==> src/hdl/ddc_nco_pkg.sv <==
// Constants and types for the down-converter NCO bank with hop selection.
// Assumes one sample clock at 200 MHz; every clock carries one ADC sample.

package ddc_nco_pkg;

    // ------------------------------------------------------------------
    // Structure
    // ------------------------------------------------------------------
    localparam int NUM_CHAN  = 2;
    localparam int NUM_NCO   = 4;
    localparam int SEL_W     = 2;
    localparam int ACC_W     = 32;
    localparam int PHASE_W   = 16;
    localparam int RDIV_W    = 16;
    localparam int SAMPLE_W  = 12;
    localparam int LUT_W     = 12;
    localparam int LUT_IDX_W = 6;
    localparam int PROD_W    = 24;
    localparam int ADDR_W    = 8;
    localparam int DATA_W    = 32;
    localparam int BE_W      = 4;
    localparam int CTRL_W    = 5;
    localparam int RUN_W     = 6;

    // ------------------------------------------------------------------
    // Latencies in clock cycles
    // ------------------------------------------------------------------
    localparam int ADC_MIXER_CYC  = 37;
    localparam int HOP_MIXER_CYC  = 45;
    localparam int SYNC_STAGES    = 2;
    localparam int SAMPLE_DLY     = ADC_MIXER_CYC - 1;
    localparam int SEL_PIPE_DEPTH = HOP_MIXER_CYC - SYNC_STAGES - 1;

    // ------------------------------------------------------------------
    // Register map (byte addresses) and field positions
    // ------------------------------------------------------------------
    localparam logic [ADDR_W-1:0] CTRL_OFS   = 8'h00;
    localparam logic [ADDR_W-1:0] RDIV_OFS   = 8'h04;
    localparam logic [ADDR_W-1:0] STATUS_OFS = 8'h08;
    localparam logic [ADDR_W-1:0] TW_A_OFS   = 8'h10;
    localparam logic [ADDR_W-1:0] TW_B_OFS   = 8'h20;
    localparam logic [ADDR_W-1:0] PH_A_OFS   = 8'h30;
    localparam logic [ADDR_W-1:0] PH_B_OFS   = 8'h40;

    localparam int SRC_BIT    = 0;
    localparam int SELA_LSB   = 1;
    localparam int SELB_LSB   = 3;
    localparam int ARM_BIT    = 5;
    localparam int ACTA_LSB   = 0;
    localparam int ACTB_LSB   = 2;
    localparam int ARMED_BIT  = 4;
    localparam int DONE_BIT   = 5;
    localparam int BASIC_BIT  = 6;

    localparam logic [CTRL_W-1:0]  CTRL_RST = 5'h00;
    localparam logic [RDIV_W-1:0]  RDIV_RST = 16'h0000;
    localparam logic [ACC_W-1:0]   TW_RST   = 32'h0000_0000;
    localparam logic [PHASE_W-1:0] PH_RST   = 16'h0000;

    // Quarter-wave sine, amplitude 2047, 16 steps per quadrant plus the peak.
    localparam logic [16:0][LUT_W-1:0] SIN_QTR = {
        12'h7FF, 12'h7F5, 12'h7D8, 12'h7A7, 12'h763, 12'h70D, 12'h6A6, 12'h62E,
        12'h5A7, 12'h513, 12'h471, 12'h3C5, 12'h30F, 12'h252, 12'h18F, 12'h0C9,
        12'h000};

    // ------------------------------------------------------------------
    // Types
    // ------------------------------------------------------------------
    typedef logic [SEL_W-1:0] sel_t;

    typedef struct packed {
        logic signed [PROD_W-1:0] i;
        logic signed [PROD_W-1:0] q;
    } iq_s;

    typedef enum logic [2:0] {
        AREA_NONE   = 3'h0,
        AREA_CTRL   = 3'h1,
        AREA_RDIV   = 3'h2,
        AREA_STATUS = 3'h3,
        AREA_TW     = 3'h4,
        AREA_PH     = 3'h5
    } area_e;

    typedef struct packed {
        area_e area;
        logic  chan;
        sel_t  idx;
    } decode_s;

endpackage : ddc_nco_pkg

==> src/hdl/ddc_nco_hop_select.sv <==
// NCO bank with hop selection for two down-converter channels, with mixer.
// Assumes an Avalon-MM master, hop pins and sysref synchronous to clock.
//
// Notes on behaviour
// RULE_01: Four NCOs per channel, two-bit selection each.
// RULE_02: Each NCO has own frequency and phase.
// RULE_03: Accumulators always advance, selected or not.
// RULE_04: Each setting uses its own phase accumulator.
// RULE_05: Hop pin change switches the active NCO.
// RULE_06: Pin driver expects no cycle-exact switching.
// RULE_07: Pin to mixer ~45 cycles, sample ~37.
// RULE_08: Source bit one takes selection from pins.
// RULE_09: Source bit zero (reset) uses register field.
// RULE_10: Selection codes 0..3 pick NCO 0..3.
// RULE_11: Each accumulator has own tuning word.
// RULE_12: Each accumulator has own phase offset.
// RULE_13: Zero rational divider means basic mode.
// RULE_14: Accumulator adds the 32-bit word each sample.
// RULE_15: Tuning word signed or unsigned, modulo wrap.
// RULE_16: Tuning writes while running may disturb phase.
// RULE_17: Host resynchronises after changing tuning words.
// RULE_18: Hop pins pass a two-flop synchroniser.
// RULE_19: Phase offset left-justified, added to accumulator.
// RULE_20: Mixer multiplies sample by complex exponential.
// RULE_21: Armed sync plus sysref clears all accumulators.
//
// Chosen here: the Avalon-MM slave port and the register addresses.

module ddc_nco_hop_select
    import ddc_nco_pkg::*;
(
    // Clock, reset and freeze
    input  wire logic                                  clock,
    input  wire logic                                  resetn,
    input  wire logic                                  ce,
    // Avalon-MM slave
    input  wire logic [ADDR_W-1:0]                     address,
    input  wire logic                                  read,
    input  wire logic                                  write,
    input  wire logic [DATA_W-1:0]                     writedata,
    input  wire logic [BE_W-1:0]                       byteenable,
    output logic      [DATA_W-1:0]                     readdata,
    output logic                                       waitrequest,
    // Hop pins and synchronisation pulse
    input  wire logic [SEL_W-1:0]                      hopPinsChanA,
    input  wire logic [SEL_W-1:0]                      hopPinsChanB,
    input  wire logic                                  sysref,
    // Sample stream in, mixed stream out
    input  wire logic [NUM_CHAN-1:0][SAMPLE_W-1:0]     adcSample,
    output iq_s       [NUM_CHAN-1:0]                   mixOut
);

    // ------------------------------------------------------------------
    // Functions
    // ------------------------------------------------------------------
    function automatic decode_s decodeAddr(input logic [ADDR_W-1:0] a);
        decode_s d;
        d.area = AREA_NONE;
        d.chan = 1'b0;
        d.idx  = a[3:2];
        if (a[1:0] == 2'b00) begin
            if (a == CTRL_OFS) begin
                d.area = AREA_CTRL;
            end else if (a == RDIV_OFS) begin
                d.area = AREA_RDIV;
            end else if (a == STATUS_OFS) begin
                d.area = AREA_STATUS;
            end else if (a[7:4] == TW_A_OFS[7:4] || a[7:4] == TW_B_OFS[7:4]) begin
                d.area = AREA_TW;
                d.chan = (a[7:4] == TW_B_OFS[7:4]);
            end else if (a[7:4] == PH_A_OFS[7:4] || a[7:4] == PH_B_OFS[7:4]) begin
                d.area = AREA_PH;
                d.chan = (a[7:4] == PH_B_OFS[7:4]);
            end
        end
        return d;
    endfunction : decodeAddr

    function automatic logic [DATA_W-1:0] mergeBytes(input logic [DATA_W-1:0] old,
                                                     input logic [DATA_W-1:0] wd,
                                                     input logic [BE_W-1:0]   be);
        logic [DATA_W-1:0] r;
        r = old;
        for (int b = 0; b < BE_W; b++) begin
            if (be[b]) begin
                r[8*b +: 8] = wd[8*b +: 8];
            end
        end
        return r;
    endfunction : mergeBytes

    function automatic logic signed [LUT_W-1:0] sinLut(input logic [LUT_IDX_W-1:0] idx);
        logic [4:0]              m;
        logic signed [LUT_W-1:0] mag;
        m   = idx[4] ? 5'h10 - {1'b0, idx[3:0]} : {1'b0, idx[3:0]};
        mag = SIN_QTR[m];
        return idx[5] ? -mag : mag;
    endfunction : sinLut

    // ------------------------------------------------------------------
    // Declarations
    // ------------------------------------------------------------------
    logic [NUM_CHAN-1:0][NUM_NCO-1:0][ACC_W-1:0]   tw_q, tw_d;
    logic [NUM_CHAN-1:0][NUM_NCO-1:0][PHASE_W-1:0] ph_q, ph_d;
    logic [NUM_CHAN-1:0][NUM_NCO-1:0][ACC_W-1:0]   acc_q, acc_d;
    logic [CTRL_W-1:0]                             ctrl_q, ctrl_d;
    logic [RDIV_W-1:0]                             rdiv_q, rdiv_d;
    logic                                          armed_q, armed_d;
    logic                                          syncDone_q, syncDone_d;
    logic                                          waitrequest_q, waitrequest_d;
    logic [DATA_W-1:0]                             readdata_q, readdata_d;
    logic [NUM_CHAN-1:0][SEL_W-1:0]                hopMeta_q, hopMeta_d;
    logic [NUM_CHAN-1:0][SEL_W-1:0]                hopSync_q, hopSync_d;
    logic [NUM_CHAN-1:0][SEL_PIPE_DEPTH-1:0][SEL_W-1:0] selPipe_q, selPipe_d;
    logic [NUM_CHAN-1:0][SAMPLE_DLY-1:0][SAMPLE_W-1:0]  sampleDly_q, sampleDly_d;
    iq_s  [NUM_CHAN-1:0]                           mixOut_q, mixOut_d;

    logic [NUM_CHAN-1:0][SEL_W-1:0]                hopPins;
    logic [NUM_CHAN-1:0][SEL_W-1:0]                regSel;
    logic [NUM_CHAN-1:0][SEL_W-1:0]                selRaw;
    logic [NUM_CHAN-1:0][SEL_W-1:0]                selActive;
    logic [NUM_CHAN-1:0][SAMPLE_W-1:0]             sampleLast;
    logic [NUM_CHAN-1:0][ACC_W-1:0]                phase;
    logic                                          selectSource;
    logic                                          basicMode;
    logic                                          sysHit;
    logic                                          wrHit;
    decode_s                                       dec;
    logic [DATA_W-1:0]                             merged;
    logic [RUN_W-1:0]                              ceRun_q;

    assign hopPins      = {hopPinsChanB, hopPinsChanA};
    assign selectSource = ctrl_q[SRC_BIT];
    assign regSel       = {ctrl_q[SELB_LSB +: SEL_W], ctrl_q[SELA_LSB +: SEL_W]};
    assign basicMode    = (rdiv_q == RDIV_RST); // RULE_13
    assign sysHit       = armed_q && sysref; // RULE_21

    // ------------------------------------------------------------------
    // Register file and bus slave
    // ------------------------------------------------------------------
    // One wait state per access: the request is seen with waitrequest high,
    // the answer edge follows with waitrequest low and readdata valid.
    always_comb begin
        tw_d          = tw_q;
        ph_d          = ph_q;
        ctrl_d        = ctrl_q;
        rdiv_d        = rdiv_q;
        armed_d       = armed_q;
        syncDone_d    = syncDone_q;
        readdata_d    = readdata_q;
        waitrequest_d = !((read || write) && waitrequest_q);
        wrHit         = write && !waitrequest_q;
        dec           = decodeAddr(address);
        merged        = '0;
        if (sysHit) begin
            armed_d = 1'b0;
        end
        if (read && waitrequest_q) begin
            readdata_d = '0;
            unique case (dec.area)
                AREA_CTRL:   readdata_d = {26'h000_0000, armed_q, ctrl_q};
                AREA_RDIV:   readdata_d = {16'h0000, rdiv_q};
                AREA_STATUS: begin
                    readdata_d[ACTA_LSB +: SEL_W] = selActive[0];
                    readdata_d[ACTB_LSB +: SEL_W] = selActive[1];
                    readdata_d[ARMED_BIT]         = armed_q;
                    readdata_d[DONE_BIT]          = syncDone_q;
                    readdata_d[BASIC_BIT]         = basicMode;
                end
                AREA_TW:     readdata_d = tw_q[dec.chan][dec.idx];
                AREA_PH:     readdata_d = {16'h0000, ph_q[dec.chan][dec.idx]};
                AREA_NONE:   readdata_d = '0;
            endcase
        end
        if (wrHit) begin
            unique case (dec.area)
                AREA_CTRL: begin
                    merged = mergeBytes({26'h000_0000, armed_q, ctrl_q}, writedata, byteenable);
                    ctrl_d = merged[CTRL_W-1:0];
                    if (byteenable[0]) begin
                        armed_d = merged[ARM_BIT];
                    end
                end
                AREA_RDIV: begin
                    merged = mergeBytes({16'h0000, rdiv_q}, writedata, byteenable);
                    rdiv_d = merged[RDIV_W-1:0];
                end
                AREA_STATUS: begin
                    if (byteenable[0] && writedata[DONE_BIT]) begin
                        syncDone_d = 1'b0;
                    end
                end
                AREA_TW: begin
                    // Only the addressed word changes; a live NCO takes the new step
                    // at once, so its phase is not deterministic afterwards.
                    tw_d[dec.chan][dec.idx] = mergeBytes(tw_q[dec.chan][dec.idx],
                                                         writedata, byteenable); // RULE_02 RULE_11 RULE_16
                end
                AREA_PH: begin
                    merged = mergeBytes({16'h0000, ph_q[dec.chan][dec.idx]}, writedata, byteenable);
                    ph_d[dec.chan][dec.idx] = merged[PHASE_W-1:0]; // RULE_02 RULE_12
                end
                AREA_NONE: begin
                end
            endcase
        end
        if (sysHit) begin
            syncDone_d = 1'b1;
        end
    end

    always_ff @(posedge clock or negedge resetn) begin
        if (!resetn) begin
            tw_q          <= '0;
            ph_q          <= '0;
            ctrl_q        <= CTRL_RST;
            rdiv_q        <= RDIV_RST;
            armed_q       <= 1'b0;
            syncDone_q    <= 1'b0;
            readdata_q    <= '0;
            waitrequest_q <= 1'b1;
        end else if (ce) begin
            tw_q          <= tw_d;
            ph_q          <= ph_d;
            ctrl_q        <= ctrl_d;
            rdiv_q        <= rdiv_d;
            armed_q       <= armed_d;
            syncDone_q    <= syncDone_d;
            readdata_q    <= readdata_d;
            waitrequest_q <= waitrequest_d;
        end
    end

    // ------------------------------------------------------------------
    // Phase accumulators
    // ------------------------------------------------------------------
    // The rational divider only shapes how software computes the word; the
    // accumulator wraps modulo 2^32 either way, so signed and unsigned words agree.
    always_comb begin
        for (int c = 0; c < NUM_CHAN; c++) begin
            for (int n = 0; n < NUM_NCO; n++) begin
                acc_d[c][n] = sysHit ? TW_RST : acc_q[c][n] + tw_q[c][n]; // RULE_03 RULE_04 RULE_14 RULE_15 RULE_21
            end
        end
    end

    always_ff @(posedge clock or negedge resetn) begin
        if (!resetn) begin
            acc_q <= '0;
        end else if (ce) begin
            acc_q <= acc_d;
        end
    end

    // ------------------------------------------------------------------
    // Selection path and sample delay
    // ------------------------------------------------------------------
    // The pipe lengths line the hop switch and the sample path up with the
    // mixer latencies; switching still lands anywhere within a clock of the pin.
    always_comb begin
        hopMeta_d = hopPins;
        hopSync_d = hopMeta_q; // RULE_18
        for (int c = 0; c < NUM_CHAN; c++) begin
            selRaw[c] = selectSource ? hopSync_q[c] : regSel[c]; // RULE_05 RULE_08 RULE_09
            selPipe_d[c][0] = selRaw[c];
            sampleDly_d[c][0] = adcSample[c];
            for (int k = 1; k < SEL_PIPE_DEPTH; k++) begin
                selPipe_d[c][k] = selPipe_q[c][k-1]; // RULE_07
            end
            for (int k = 1; k < SAMPLE_DLY; k++) begin
                sampleDly_d[c][k] = sampleDly_q[c][k-1]; // RULE_07
            end
        end
    end

    always_ff @(posedge clock or negedge resetn) begin
        if (!resetn) begin
            hopMeta_q   <= '0;
            hopSync_q   <= '0;
            selPipe_q   <= '0;
            sampleDly_q <= '0;
        end else if (ce) begin
            hopMeta_q   <= hopMeta_d;
            hopSync_q   <= hopSync_d;
            selPipe_q   <= selPipe_d;
            sampleDly_q <= sampleDly_d;
        end
    end

    // ------------------------------------------------------------------
    // Complex mixer
    // ------------------------------------------------------------------
    always_comb begin
        for (int c = 0; c < NUM_CHAN; c++) begin
            selActive[c]  = selPipe_q[c][SEL_PIPE_DEPTH-1];
            sampleLast[c] = sampleDly_q[c][SAMPLE_DLY-1];
            phase[c]      = acc_q[c][selActive[c]]
                          + {ph_q[c][selActive[c]], 16'h0000}; // RULE_01 RULE_10 RULE_19
            mixOut_d[c].i = $signed(sampleLast[c])
                          * sinLut(phase[c][ACC_W-1 -: LUT_IDX_W] + 6'h10); // RULE_20
            mixOut_d[c].q = -($signed(sampleLast[c])
                          * sinLut(phase[c][ACC_W-1 -: LUT_IDX_W])); // RULE_20
        end
    end

    always_ff @(posedge clock or negedge resetn) begin
        if (!resetn) begin
            mixOut_q <= '0;
        end else if (ce) begin
            mixOut_q <= mixOut_d;
        end
    end

    assign mixOut      = mixOut_q;
    assign readdata    = readdata_q;
    assign waitrequest = waitrequest_q;

    // ------------------------------------------------------------------
    // Checks
    // ------------------------------------------------------------------
    // Counts consecutive enabled cycles since reset, saturating.
    always_ff @(posedge clock or negedge resetn) begin
        if (!resetn) begin
            ceRun_q <= '0;
        end else if (!ce) begin
            ceRun_q <= '0;
        end else if (ceRun_q != 6'h3F) begin
            ceRun_q <= ceRun_q + 6'h01;
        end
    end

    AST_BUS_ACK: assert property (@(posedge clock) disable iff (!resetn)
        (ce && (read || write) && waitrequest_q) |=> !waitrequest_q)
        else $error("Access not answered after one wait state.");

    AST_SYNC_DONE: assert property (@(posedge clock) disable iff (!resetn) // RULE_21
        (ce && sysHit) |=> (acc_q == '0) && syncDone_q)
        else $error("Armed sysref did not clear the accumulators.");

    AST_FROZEN: assert property (@(posedge clock) disable iff (!resetn)
        !ce |=> $stable(acc_q) && $stable(mixOut_q))
        else $error("State moved while clock enable was low.");

    for (genvar c = 0; c < NUM_CHAN; c++) begin : g_chk
        AST_PIN_SOURCE: assert property (@(posedge clock) disable iff (!resetn) // RULE_08
            (ceRun_q >= 6'h04 && $past(selectSource)) |-> selPipe_q[c][0] == $past(hopPins[c], 3))
            else $error("Pin selection did not reach the select pipe.");

        AST_REG_SOURCE: assert property (@(posedge clock) disable iff (!resetn) // RULE_09
            (ceRun_q >= 6'h02 && !$past(selectSource)) |-> selPipe_q[c][0] == $past(regSel[c]))
            else $error("Register selection not used in register mode.");

        AST_HOP_LATENCY: assert property (@(posedge clock) disable iff (!resetn) // RULE_07
            (ceRun_q == 6'h3F) |-> selActive[c] == $past(selRaw[c], SEL_PIPE_DEPTH))
            else $error("Hop selection latency wrong.");

        AST_ADC_LATENCY: assert property (@(posedge clock) disable iff (!resetn) // RULE_07
            (ceRun_q == 6'h3F) |-> sampleLast[c] == $past(adcSample[c], SAMPLE_DLY))
            else $error("Sample latency to mixer wrong.");

        AST_MIX_ZERO: assert property (@(posedge clock) disable iff (!resetn) // RULE_20
            (ce && sampleLast[c] == '0) |=> mixOut_q[c] == '0)
            else $error("Mixer output not zero for zero sample.");

        for (genvar n = 0; n < NUM_NCO; n++) begin : g_nco
            localparam logic [ADDR_W-1:0] TW_ADDR = (c == 0 ? TW_A_OFS : TW_B_OFS)
                                                  + ADDR_W'(n * 4);

            AST_ACC_RUNS: assert property (@(posedge clock) disable iff (!resetn) // RULE_03
                (ce && !sysHit) |=> acc_q[c][n] == $past(acc_q[c][n]) + $past(tw_q[c][n]))
                else $error("Accumulator did not advance by its tuning word.");

            AST_TW_WRITE: assert property (@(posedge clock) disable iff (!resetn) // RULE_02
                (ce && wrHit && address == TW_ADDR && byteenable == 4'hF)
                |=> tw_q[c][n] == $past(writedata)
                    && tw_q[c][(n + 1) % NUM_NCO] == $past(tw_q[c][(n + 1) % NUM_NCO]))
                else $error("Tuning word write wrong or disturbed a neighbour.");
        end
    end

endmodule : ddc_nco_hop_select

==> config.mk <==
export PLATFORM = sky130hd
export DESIGN_NAME = ddc_nco_hop_select
export DESIGN_NICKNAME = d
export VERILOG_FILES = /design/src/hdl/ddc_nco_pkg.sv /design/src/hdl/ddc_nco_hop_select.sv
export SDC_FILE = /design/constraint.sdc
export NUM_CORES = 2
export LEC_CHECK = 0
export ABC_AREA = 1
export BUFFER_PORTS_ARGS = -buffer_cell sky130_fd_sc_hd__buf_4
export CAP_MARGIN = 20
export CORE_MARGIN = 2
export CORE_UTILIZATION = 50
export CTS_CLUSTER_SIZE = 24
export DETAILED_ROUTE_END_ITERATION = 10
export HOLD_SLACK_MARGIN = 0.12
export PLACE_DENSITY = 0.68
export SYNTH_ARGS = -nofsm -noshare
export SYNTH_HDL_FRONTEND = slang
export SYNTH_SLANG_ARGS = --single-unit
==> constraint.sdc <==
create_clock -name clock -period 14.1 [get_ports clock]
set_input_delay 3.525 -clock clock [delete_from_list [all_inputs] [get_ports clock]]
set_output_delay 3.525 -clock clock [all_outputs]
set_load 0.02 [all_outputs]
=== Word-level counts from Yosys, hierarchy flattened ===
Memories as Yosys holds them, arrays and structs flattened.
Index checks and enable logic that the tools add are counted.

* $add $sub $neg: 22
* Multiply operators: 4
* $lt $le $gt $ge: 10
* Equality and inequality tests: 11
* Mux-type cells: 85
* Reduce and logical (&&, ||, !) cells: 26

{| class="wikitable"
|+ Operators by type and width
! cell !! count
|-
| 2-to-1 mux 128 bit || 3
|-
| 2-to-1 mux 32 bit || 12
|-
| adder 32 bit || 10
|-
| bitwise mux 256 bit || 1
|-
| binary-select mux 32 bit (select 2 bit) || 3
|-
| 2-to-1 mux 64 bit || 3
|-
| 2-to-1 mux 8 bit || 18
|-
| bitwise mux 128 bit || 1
|-
| demux 128 bit (select 1 bit) || 1
|-
| binary-select mux 16 bit (select 2 bit) || 3
|-
| multiplier 12 x 12 -> 24 bit || 4
|-
| 2-to-1 mux 12 bit || 8
|-
| case mux 25 bit (3 select lines) || 1
|-
| demux 32 bit (select 2 bit) || 1
|-
| demux 64 bit (select 1 bit) || 1
|-
| 2-to-1 mux 16 bit || 4
|-
| negator 12 bit || 4
|-
| negator 24 bit || 2
|-
| case mux 7 bit (6 select lines) || 1
|-
| demux 16 bit (select 2 bit) || 1
|-
| less-than comparator 5 x 6 -> 1 bit, second input constant || 4
|-
| 2-to-1 mux 5 bit || 4
|-
| subtractor 5 x 4 -> 5 bit, first input constant || 4
|-
| zero test 16 bit || 1
|-
| other kinds (27) || 63
|}

* Register bits: 1832
* ROM bits: 1536
* Output and inout port bits: 129
* Memories kept: 4

{| class="wikitable"
|+ Memories
! memory !! depth !! bits a word !! rd ports !! clocked after memory_dff !! write ports !! RTL line !! text
|-
| (no name shown) || 32 || 12 || 1 || 0 || 0 || ddc_nco_hop_select.sv:96 || <nowiki>mag = SIN_QTR[m];</nowiki>
|-
| (no name shown) || 32 || 12 || 1 || 0 || 0 || ddc_nco_hop_select.sv:96 ||
|-
| (no name shown) || 32 || 12 || 1 || 0 || 0 || ddc_nco_hop_select.sv:96 ||
|-
| (no name shown) || 32 || 12 || 1 || 0 || 0 || ddc_nco_hop_select.sv:96 ||
|}

=== Longest topological paths before layout ===
* Depth after elaboration: 16
* Gate-level depth with buffers: 65
* Depth with buffers taken out: 63

=== Worst setup path after synthesis ===
OpenSTA, ideal clock, no wires.

* Kind: register to register
* Start: register selPipe_q, in the netlist selActive[0]
* End: register mixOut_q, in the netlist mixOut[47]
* Data arrival time: 9.117 ns
* Required time: 13.982 ns
* Slack: 4.865 ns
* Cell stages (with the launch flop): 57
* Path buffers: 4
* Period minus slack after synthesis: 9.235 ns
* Path through: dfrtp_1 -> buf_4 -> clkbuf_1 -> clkbuf_1 -> o21ai_0 -> o22ai_1 -> ha_1 -> a21oi_1 -> o21ai_0 -> a21oi_1 -> nand2_2 -> nand2_2 -> nand3b_1 -> nand2_4 -> buf_6 -> nand2_1 -> o21ai_2 -> inv_1 -> [21 not listed] -> nand2_1 -> nor3_1 -> nor2_1 -> nor2_1 -> nor2_1 -> o21ai_0 -> a21boi_0 -> o21ai_0 -> nand2_1 -> nand2_1 -> nand2_1 -> nand2_1 -> nand2_1 -> nand2_1 -> a21oi_1 -> or2_2 -> nand3_1 -> nand2_1

* Longest elaborated chain between the ends: 11
* Elaborated cells between the ends (all ways): 13

{| class="wikitable"
|+ Ends and longest elaborated chain
! element !! RTL line !! text
|-
| from (decl) || ddc_nco_hop_select.sv:114 || <nowiki>logic [NUM_CHAN-1:0][SEL_PIPE_DEPTH-1:0][SEL_W-1:0] selPipe_q, selPipe_d;</nowiki>
|-
| from (signal assigned) || ddc_nco_hop_select.sv:285 || <nowiki>selPipe_q <= selPipe_d;</nowiki>
|-
| binary-select mux 32 bit (select 2 bit) or binary-select mux 16 bit (select 2 bit) (tied branches) || ddc_nco_hop_select.sv:297, ddc_nco_hop_select.sv:298 ||
|-
| 2-to-1 mux 32 bit (implied by the code) or 2-to-1 mux 16 bit (tied branches) || ddc_nco_hop_select.sv:297, ddc_nco_hop_select.sv:298 ||
|-
| adder 32 bit (*) || ddc_nco_hop_select.sv:298 || <nowiki>+ {ph_q[c][selActive[c]], 16'h0000};</nowiki>
|-
| adder 6 x 5 -> 6 bit (*) || ddc_nco_hop_select.sv:300 || <nowiki>* sinLut(phase[c][ACC_W-1 -: LUT_IDX_W] + 6'h10);</nowiki>
|-
| subtractor 5 x 4 -> 5 bit || ddc_nco_hop_select.sv:95 || <nowiki>m = idx[4] ? 5'h10 - {1'b0, idx[3:0]} : {1'b0, idx[3:0]};</nowiki>
|-
| 2-to-1 mux 5 bit || ddc_nco_hop_select.sv:95 ||
|-
| memory (32 x 12 bit) || n/a ||
|-
| 2-to-1 mux 12 bit (implied by the code) || ddc_nco_hop_select.sv:96 ||
|-
| negator 12 bit || ddc_nco_hop_select.sv:97 || <nowiki>return idx[5] ? -mag : mag;</nowiki>
|-
| 2-to-1 mux 12 bit (*) || ddc_nco_hop_select.sv:97 ||
|-
| multiplier 12 x 12 -> 24 bit (*) || ddc_nco_hop_select.sv:300 ||
|-
| to (signal assigned) || ddc_nco_hop_select.sv:310 || <nowiki>mixOut_q <= mixOut_d;</nowiki>
|-
| to (decl) || ddc_nco_hop_select.sv:116 || <nowiki>iq_s [NUM_CHAN-1:0] mixOut_q, mixOut_d;</nowiki>
|}

Mark *: on every way between the ends. The rest lies on a longest branch, timed or not. The select of a mux whose other input is x is not followed.
A chain may end at the register's enable or synchronous reset.

=== Final worst setup path ===
* Start: register selPipe_q, in the netlist selActive[3]
* End: register mixOut_q, in the netlist mixOut[70]

* Longest elaborated chain between the ends: 11
* Elaborated cells between the ends (all ways): 13

{| class="wikitable"
|+ Ends and longest elaborated chain
! element !! RTL line !! text
|-
| binary-select mux 32 bit (select 2 bit) or binary-select mux 16 bit (select 2 bit) (tied branches) || ddc_nco_hop_select.sv:297, ddc_nco_hop_select.sv:298 ||
|-
| 2-to-1 mux 32 bit (implied by the code) or 2-to-1 mux 16 bit (tied branches) || ddc_nco_hop_select.sv:297, ddc_nco_hop_select.sv:298 ||
|-
| adder 32 bit (*) || ddc_nco_hop_select.sv:298 ||
|-
| subtractor 5 x 4 -> 5 bit || ddc_nco_hop_select.sv:95 ||
|-
| 2-to-1 mux 5 bit || ddc_nco_hop_select.sv:95 ||
|-
| memory (32 x 12 bit) || n/a ||
|-
| 2-to-1 mux 12 bit (implied by the code) || ddc_nco_hop_select.sv:96 ||
|-
| negator 12 bit || ddc_nco_hop_select.sv:97 ||
|-
| 2-to-1 mux 12 bit (*) || ddc_nco_hop_select.sv:97 ||
|-
| multiplier 12 x 12 -> 24 bit (*) || ddc_nco_hop_select.sv:302 || <nowiki>* sinLut(phase[c][ACC_W-1 -: LUT_IDX_W]));</nowiki>
|-
| negator 24 bit (*) || ddc_nco_hop_select.sv:301 || <nowiki>mixOut_d[c].q = -($signed(sampleLast[c])</nowiki>
|}

Marked as above.

==> flow_metrics.tcl <==
set metrics [dict create \
    run_status "finished, final reports clean" \
    maxCapViolCount 0 \
    drtIter0Drc 8743 \
    cts_buffer_depth 3 \
    final-instance-count-excl-fill 16555 \
    dp.cells 16184 \
    critPathMostFrequentCell "sky130_fd_sc_hd__nand2_1" \
    final_net_count 14716 \
    grt_max_degree 229 \
    yosys_warnings 0 \
    yosysSeqAreaShare_pct 41.6 \
    drive_above_1_share_pct 7.22 \
    finalWirelength_um 309000 \
    placementRows 172 \
    cp_slowest_stage_delay_ps 750 \
    io_buffers 206 \
    worst-path-max-fanout 37 \
    synth-main-ff-cell "sky130_fd_sc_hd__dfrtp_1" \
    drv_slew 0 \
    tritoncts "yes" \
    gpl.final_weighted_congestion 0.997 \
    start_util_pct 50.3 \
    die_width_um 473 \
    grt_first_pass_wirelength_um 491000 \
    ctsHoldBuffers 0 \
    power.static_leakage_nw 63.6 \
    power.ir.vdd_worst_mv 0.126 \
    arrival_ps 11680 \
    synthesis.area_per_instance_sq_um 8.15 \
    crit_path_start_kind "register" \
    period_share_pct 77.3 \
    grt_overflow 0 \
    grt_use_total_pct 27.8 \
    finalPower_w 0.0185 \
    max_slew_margin_pct 25.8 \
    critPathRequiredTime_ps 14890 \
    worst_slew_pin_slew_ps 1100 \
    postSynth.asyncResetShare_pct 100 \
    place.detailed.hpwl_um 223000 \
    design.portCount 207 \
    cts_resizes 0 \
    drtAntennaViolNets 0 \
    detail_route.first_pass.iterations 9 \
    cts-root-buf "sky130_fd_sc_hd__clkbuf_16" \
    ys_types 65 \
    timing.hold.ws_ps 451 \
    final.setup_skew_ps 61.8 \
    ys_ff_latch 1832 \
    net_count_synth 14724 \
    antenna_found_initial 11 \
    max_clock_freq_mhz 91.8 \
    cpMaxStageDelayCell "sky130_fd_sc_hd__xor2_1" \
    fp.dieArea_sq_mm 0.224 \
    post_drt_via_cell_ratio 5.38 \
    via_count_of_the_first_global_routing_pass 86453 \
    clock_latency_ps 890 \
    clock_sinks 1832 \
    timing.setup.tns_ps 0 \
    fp.coreArea_sq_mm 0.219 \
    path_class "register to register" \
    synth_edf_count 0 \
    finish.utilization_pct 55.2 \
    finalHoldViolations 0 \
    tritoncts.num_buffers 198 \
    h-tree-depth 4 \
    flow.area_growth_from_synthesis_pct 9.94 \
    timing.final.setup_violations 0 \
    die_h_um 473 \
    path_clk_slew_ps 60 \
    syn-instance-count 13524 \
    netlist_area_sq_mm 0.110 \
    fin_crit_ps 10890 \
    powerDensity_mw_per_mm2 153 \
    wire_per_inst_um 18.6 \
    timing.critical_path.to_type "register" \
    post-cts-setup-buffers 0 \
    unrepaired_setup_endpoints_after_global_routing "no" \
    detailroute.via_count 89109 \
    drc 0 \
    worst_hold_path_type "register to register" \
]
-- flip-flops by register name, summed over array words and instances, names as in the netlist --
| signal | count |
|---|---|
| sampleDly_q | 24 |
| sampleDly_d | 840 |
| hopSync_q | 4 |
| armed_q | 1 |
| rdiv_q | 16 |
| waitrequest | 1 |
| mixOut | 96 |
| selActive | 4 |
| hopMeta_q | 4 |
| acc_q | 256 |
| syncDone_q | 1 |
| ph_q | 128 |
| readdata | 32 |
| ctrl_q | 5 |
| selPipe_d | 164 |
| tw_q | 256 |
-- metal layers --
layer | vias to the layer above | track usage [%] | part of all wire, %
met4 | 16 | 15.0 | 6.3
li1 | 43027 | - | -
met3 | 828 | 5.02 | 6.9
met1 | 42279 | 37.8 | 43
met5 | - | 0.216 | 0.055
met2 | 2959 | 42.4 | 44
-- metrics by stage --
step / setup WS, ps / cell area, sq um
2_1_floorplan: 4870 / 110000
3_3_place_gp: 3400 / 114000
3_5_place_dp: 3270 / 114000
4_1_cts: 3270 / 121000
5_1_grt: 2230 / 121000
6_report: 3210 / 121000
-- logic make-up after synthesis --
family,share of synthesized area [%]
AO/OA/AOI/OAI,10.4
XOR/XNOR,1.07
AND/OR/NAND/NOR,23.6
flip-flops,41.6
buffers and inverters,6.39
adder cells (fa/ha/maj),16.5
multiplexers,0.501
-- where the power goes --
part / total, W / switching (W) / leakage, nW / internal (W)
Combinational: 0.00661 / 0.00440 / 36.4 / 0.00222
Clock: 0.00538 / 0.00226 / 3.30 / 0.00312
Sequential: 0.00649 / 0.000504 / 23.9 / 0.00599
-- cells in the mapped netlist (19+ instances only) --
cell type	n	area, sq um
sky130_fd_sc_hd__xnor2_1	56	490
sky130_fd_sc_hd__a31oi_1	79	494
sky130_fd_sc_hd__inv_1	1255	4710
sky130_fd_sc_hd__ha_1	570	7130
sky130_fd_sc_hd__nor2_1	734	2760
sky130_fd_sc_hd__o31ai_1	26	195
sky130_fd_sc_hd__o21a_1	32	240
sky130_fd_sc_hd__or2_2	31	194
sky130_fd_sc_hd__a22o_1	57	499
sky130_fd_sc_hd__fa_1	552	11100
sky130_fd_sc_hd__nand4_1	43	269
sky130_fd_sc_hd__nand2_2	73	457
sky130_fd_sc_hd__nand3_2	24	240
sky130_fd_sc_hd__inv_2	38	143
sky130_fd_sc_hd__a221oi_1	67	587
sky130_fd_sc_hd__o21ai_1	44	220
sky130_fd_sc_hd__nand2_1	5156	19400
sky130_fd_sc_hd__nand3_1	312	1560
sky130_fd_sc_hd__nor2_2	53	332
sky130_fd_sc_hd__nor3_1	31	155
sky130_fd_sc_hd__nand2_4	21	236
sky130_fd_sc_hd__o21ai_0	898	4490
sky130_fd_sc_hd__dfrtp_1	1831	45800
sky130_fd_sc_hd__o22ai_1	116	726
sky130_fd_sc_hd__buf_1	21	78.8
sky130_fd_sc_hd__a21oi_1	572	2860
sky130_fd_sc_hd__mux2_2	49	552
sky130_fd_sc_hd__o211ai_1	19	143
sky130_fd_sc_hd__xor2_1	66	578
sky130_fd_sc_hd__clkbuf_1	494	1850
-- cells in the final DEF, fill, tap and decap left out, types with 13 or more instances in the layout --
| master | count |
|---|---|
| sky130_fd_sc_hd__a21boi_0 | 16 |
| sky130_fd_sc_hd__a21o_1 | 16 |
| sky130_fd_sc_hd__a21oi_1 | 572 |
| sky130_fd_sc_hd__a221oi_1 | 67 |
| sky130_fd_sc_hd__a22o_1 | 57 |
| sky130_fd_sc_hd__a31oi_1 | 79 |
| sky130_fd_sc_hd__buf_4 | 317 |
| sky130_fd_sc_hd__bufinv_16 | 16 |
| sky130_fd_sc_hd__clkbuf_1 | 48 |
| sky130_fd_sc_hd__clkbuf_16 | 198 |
| sky130_fd_sc_hd__clkbuf_8 | 42 |
| sky130_fd_sc_hd__clkinv_2 | 31 |
| sky130_fd_sc_hd__dfrtp_1 | 1830 |
| sky130_fd_sc_hd__fa_1 | 552 |
| sky130_fd_sc_hd__ha_1 | 570 |
| sky130_fd_sc_hd__inv_1 | 1252 |
| sky130_fd_sc_hd__inv_2 | 39 |
| sky130_fd_sc_hd__mux2_2 | 49 |
| sky130_fd_sc_hd__nand2_1 | 5155 |
| sky130_fd_sc_hd__nand2_2 | 73 |
| sky130_fd_sc_hd__nand2_4 | 22 |
| sky130_fd_sc_hd__nand3_1 | 312 |
| sky130_fd_sc_hd__nand3_2 | 24 |
| sky130_fd_sc_hd__nand4_1 | 43 |
| sky130_fd_sc_hd__nor2_1 | 727 |
| sky130_fd_sc_hd__nor2_2 | 60 |
| sky130_fd_sc_hd__nor3_1 | 31 |
| sky130_fd_sc_hd__o211ai_1 | 19 |
| sky130_fd_sc_hd__o21a_1 | 32 |
| sky130_fd_sc_hd__o21ai_0 | 897 |
| sky130_fd_sc_hd__o21ai_1 | 45 |
| sky130_fd_sc_hd__o21bai_1 | 16 |
| sky130_fd_sc_hd__o221a_2 | 13 |
| sky130_fd_sc_hd__o221ai_1 | 15 |
| sky130_fd_sc_hd__o22ai_1 | 116 |
| sky130_fd_sc_hd__o31ai_1 | 26 |
| sky130_fd_sc_hd__or2_2 | 31 |
| sky130_fd_sc_hd__xnor2_1 | 56 |
| sky130_fd_sc_hd__xor2_1 | 66 |
-- final cells by class --
| type | instances | area (sq um) |
|---|---|---|
| repair buffers | 334 | 2680 |
| fillers | 20550 | 98100 |
| inverters | 1307 | 4930 |
| clock inverters | 72 | 1030 |
| well taps | 2871 | 3590 |
| diodes | 8 | 20.0 |
| multi-input cells | 9843 | 57300 |
| clock buffers | 288 | 5710 |
| flip-flops and latches | 1832 | 45800 |
-- critical path: cells and delay by family (launching register included) --
kind	cells	cell delay [ps]
buffers and inverters	7	1040
xor gates and xnor gates	1	750
and+or+nand+nor	17	2690
adders and majority gates	10	3970
DFF	1	660
AOI/OAI and AO/OA	12	1690
-- final timing paths --
path	end	from	cells past startpoint	slack, ps
worst min register to register	sampleDly_d[806]	sampleDly_d[794]	2	450
worst max register to register	mixOut[70]	selActive[3]	47	3210
worst min-delay path	sampleDly_d[806]	sampleDly_d[794]	2	450
max in group asynchronous	sampleDly_d[751]	resetn	4	8750
min in group asynchronous	sampleDly_d[27]	resetn	1	2650
worst max-delay path	mixOut[70]	selActive[3]	47	3210
No activity file was read; power rests on OpenSTA's default activity.
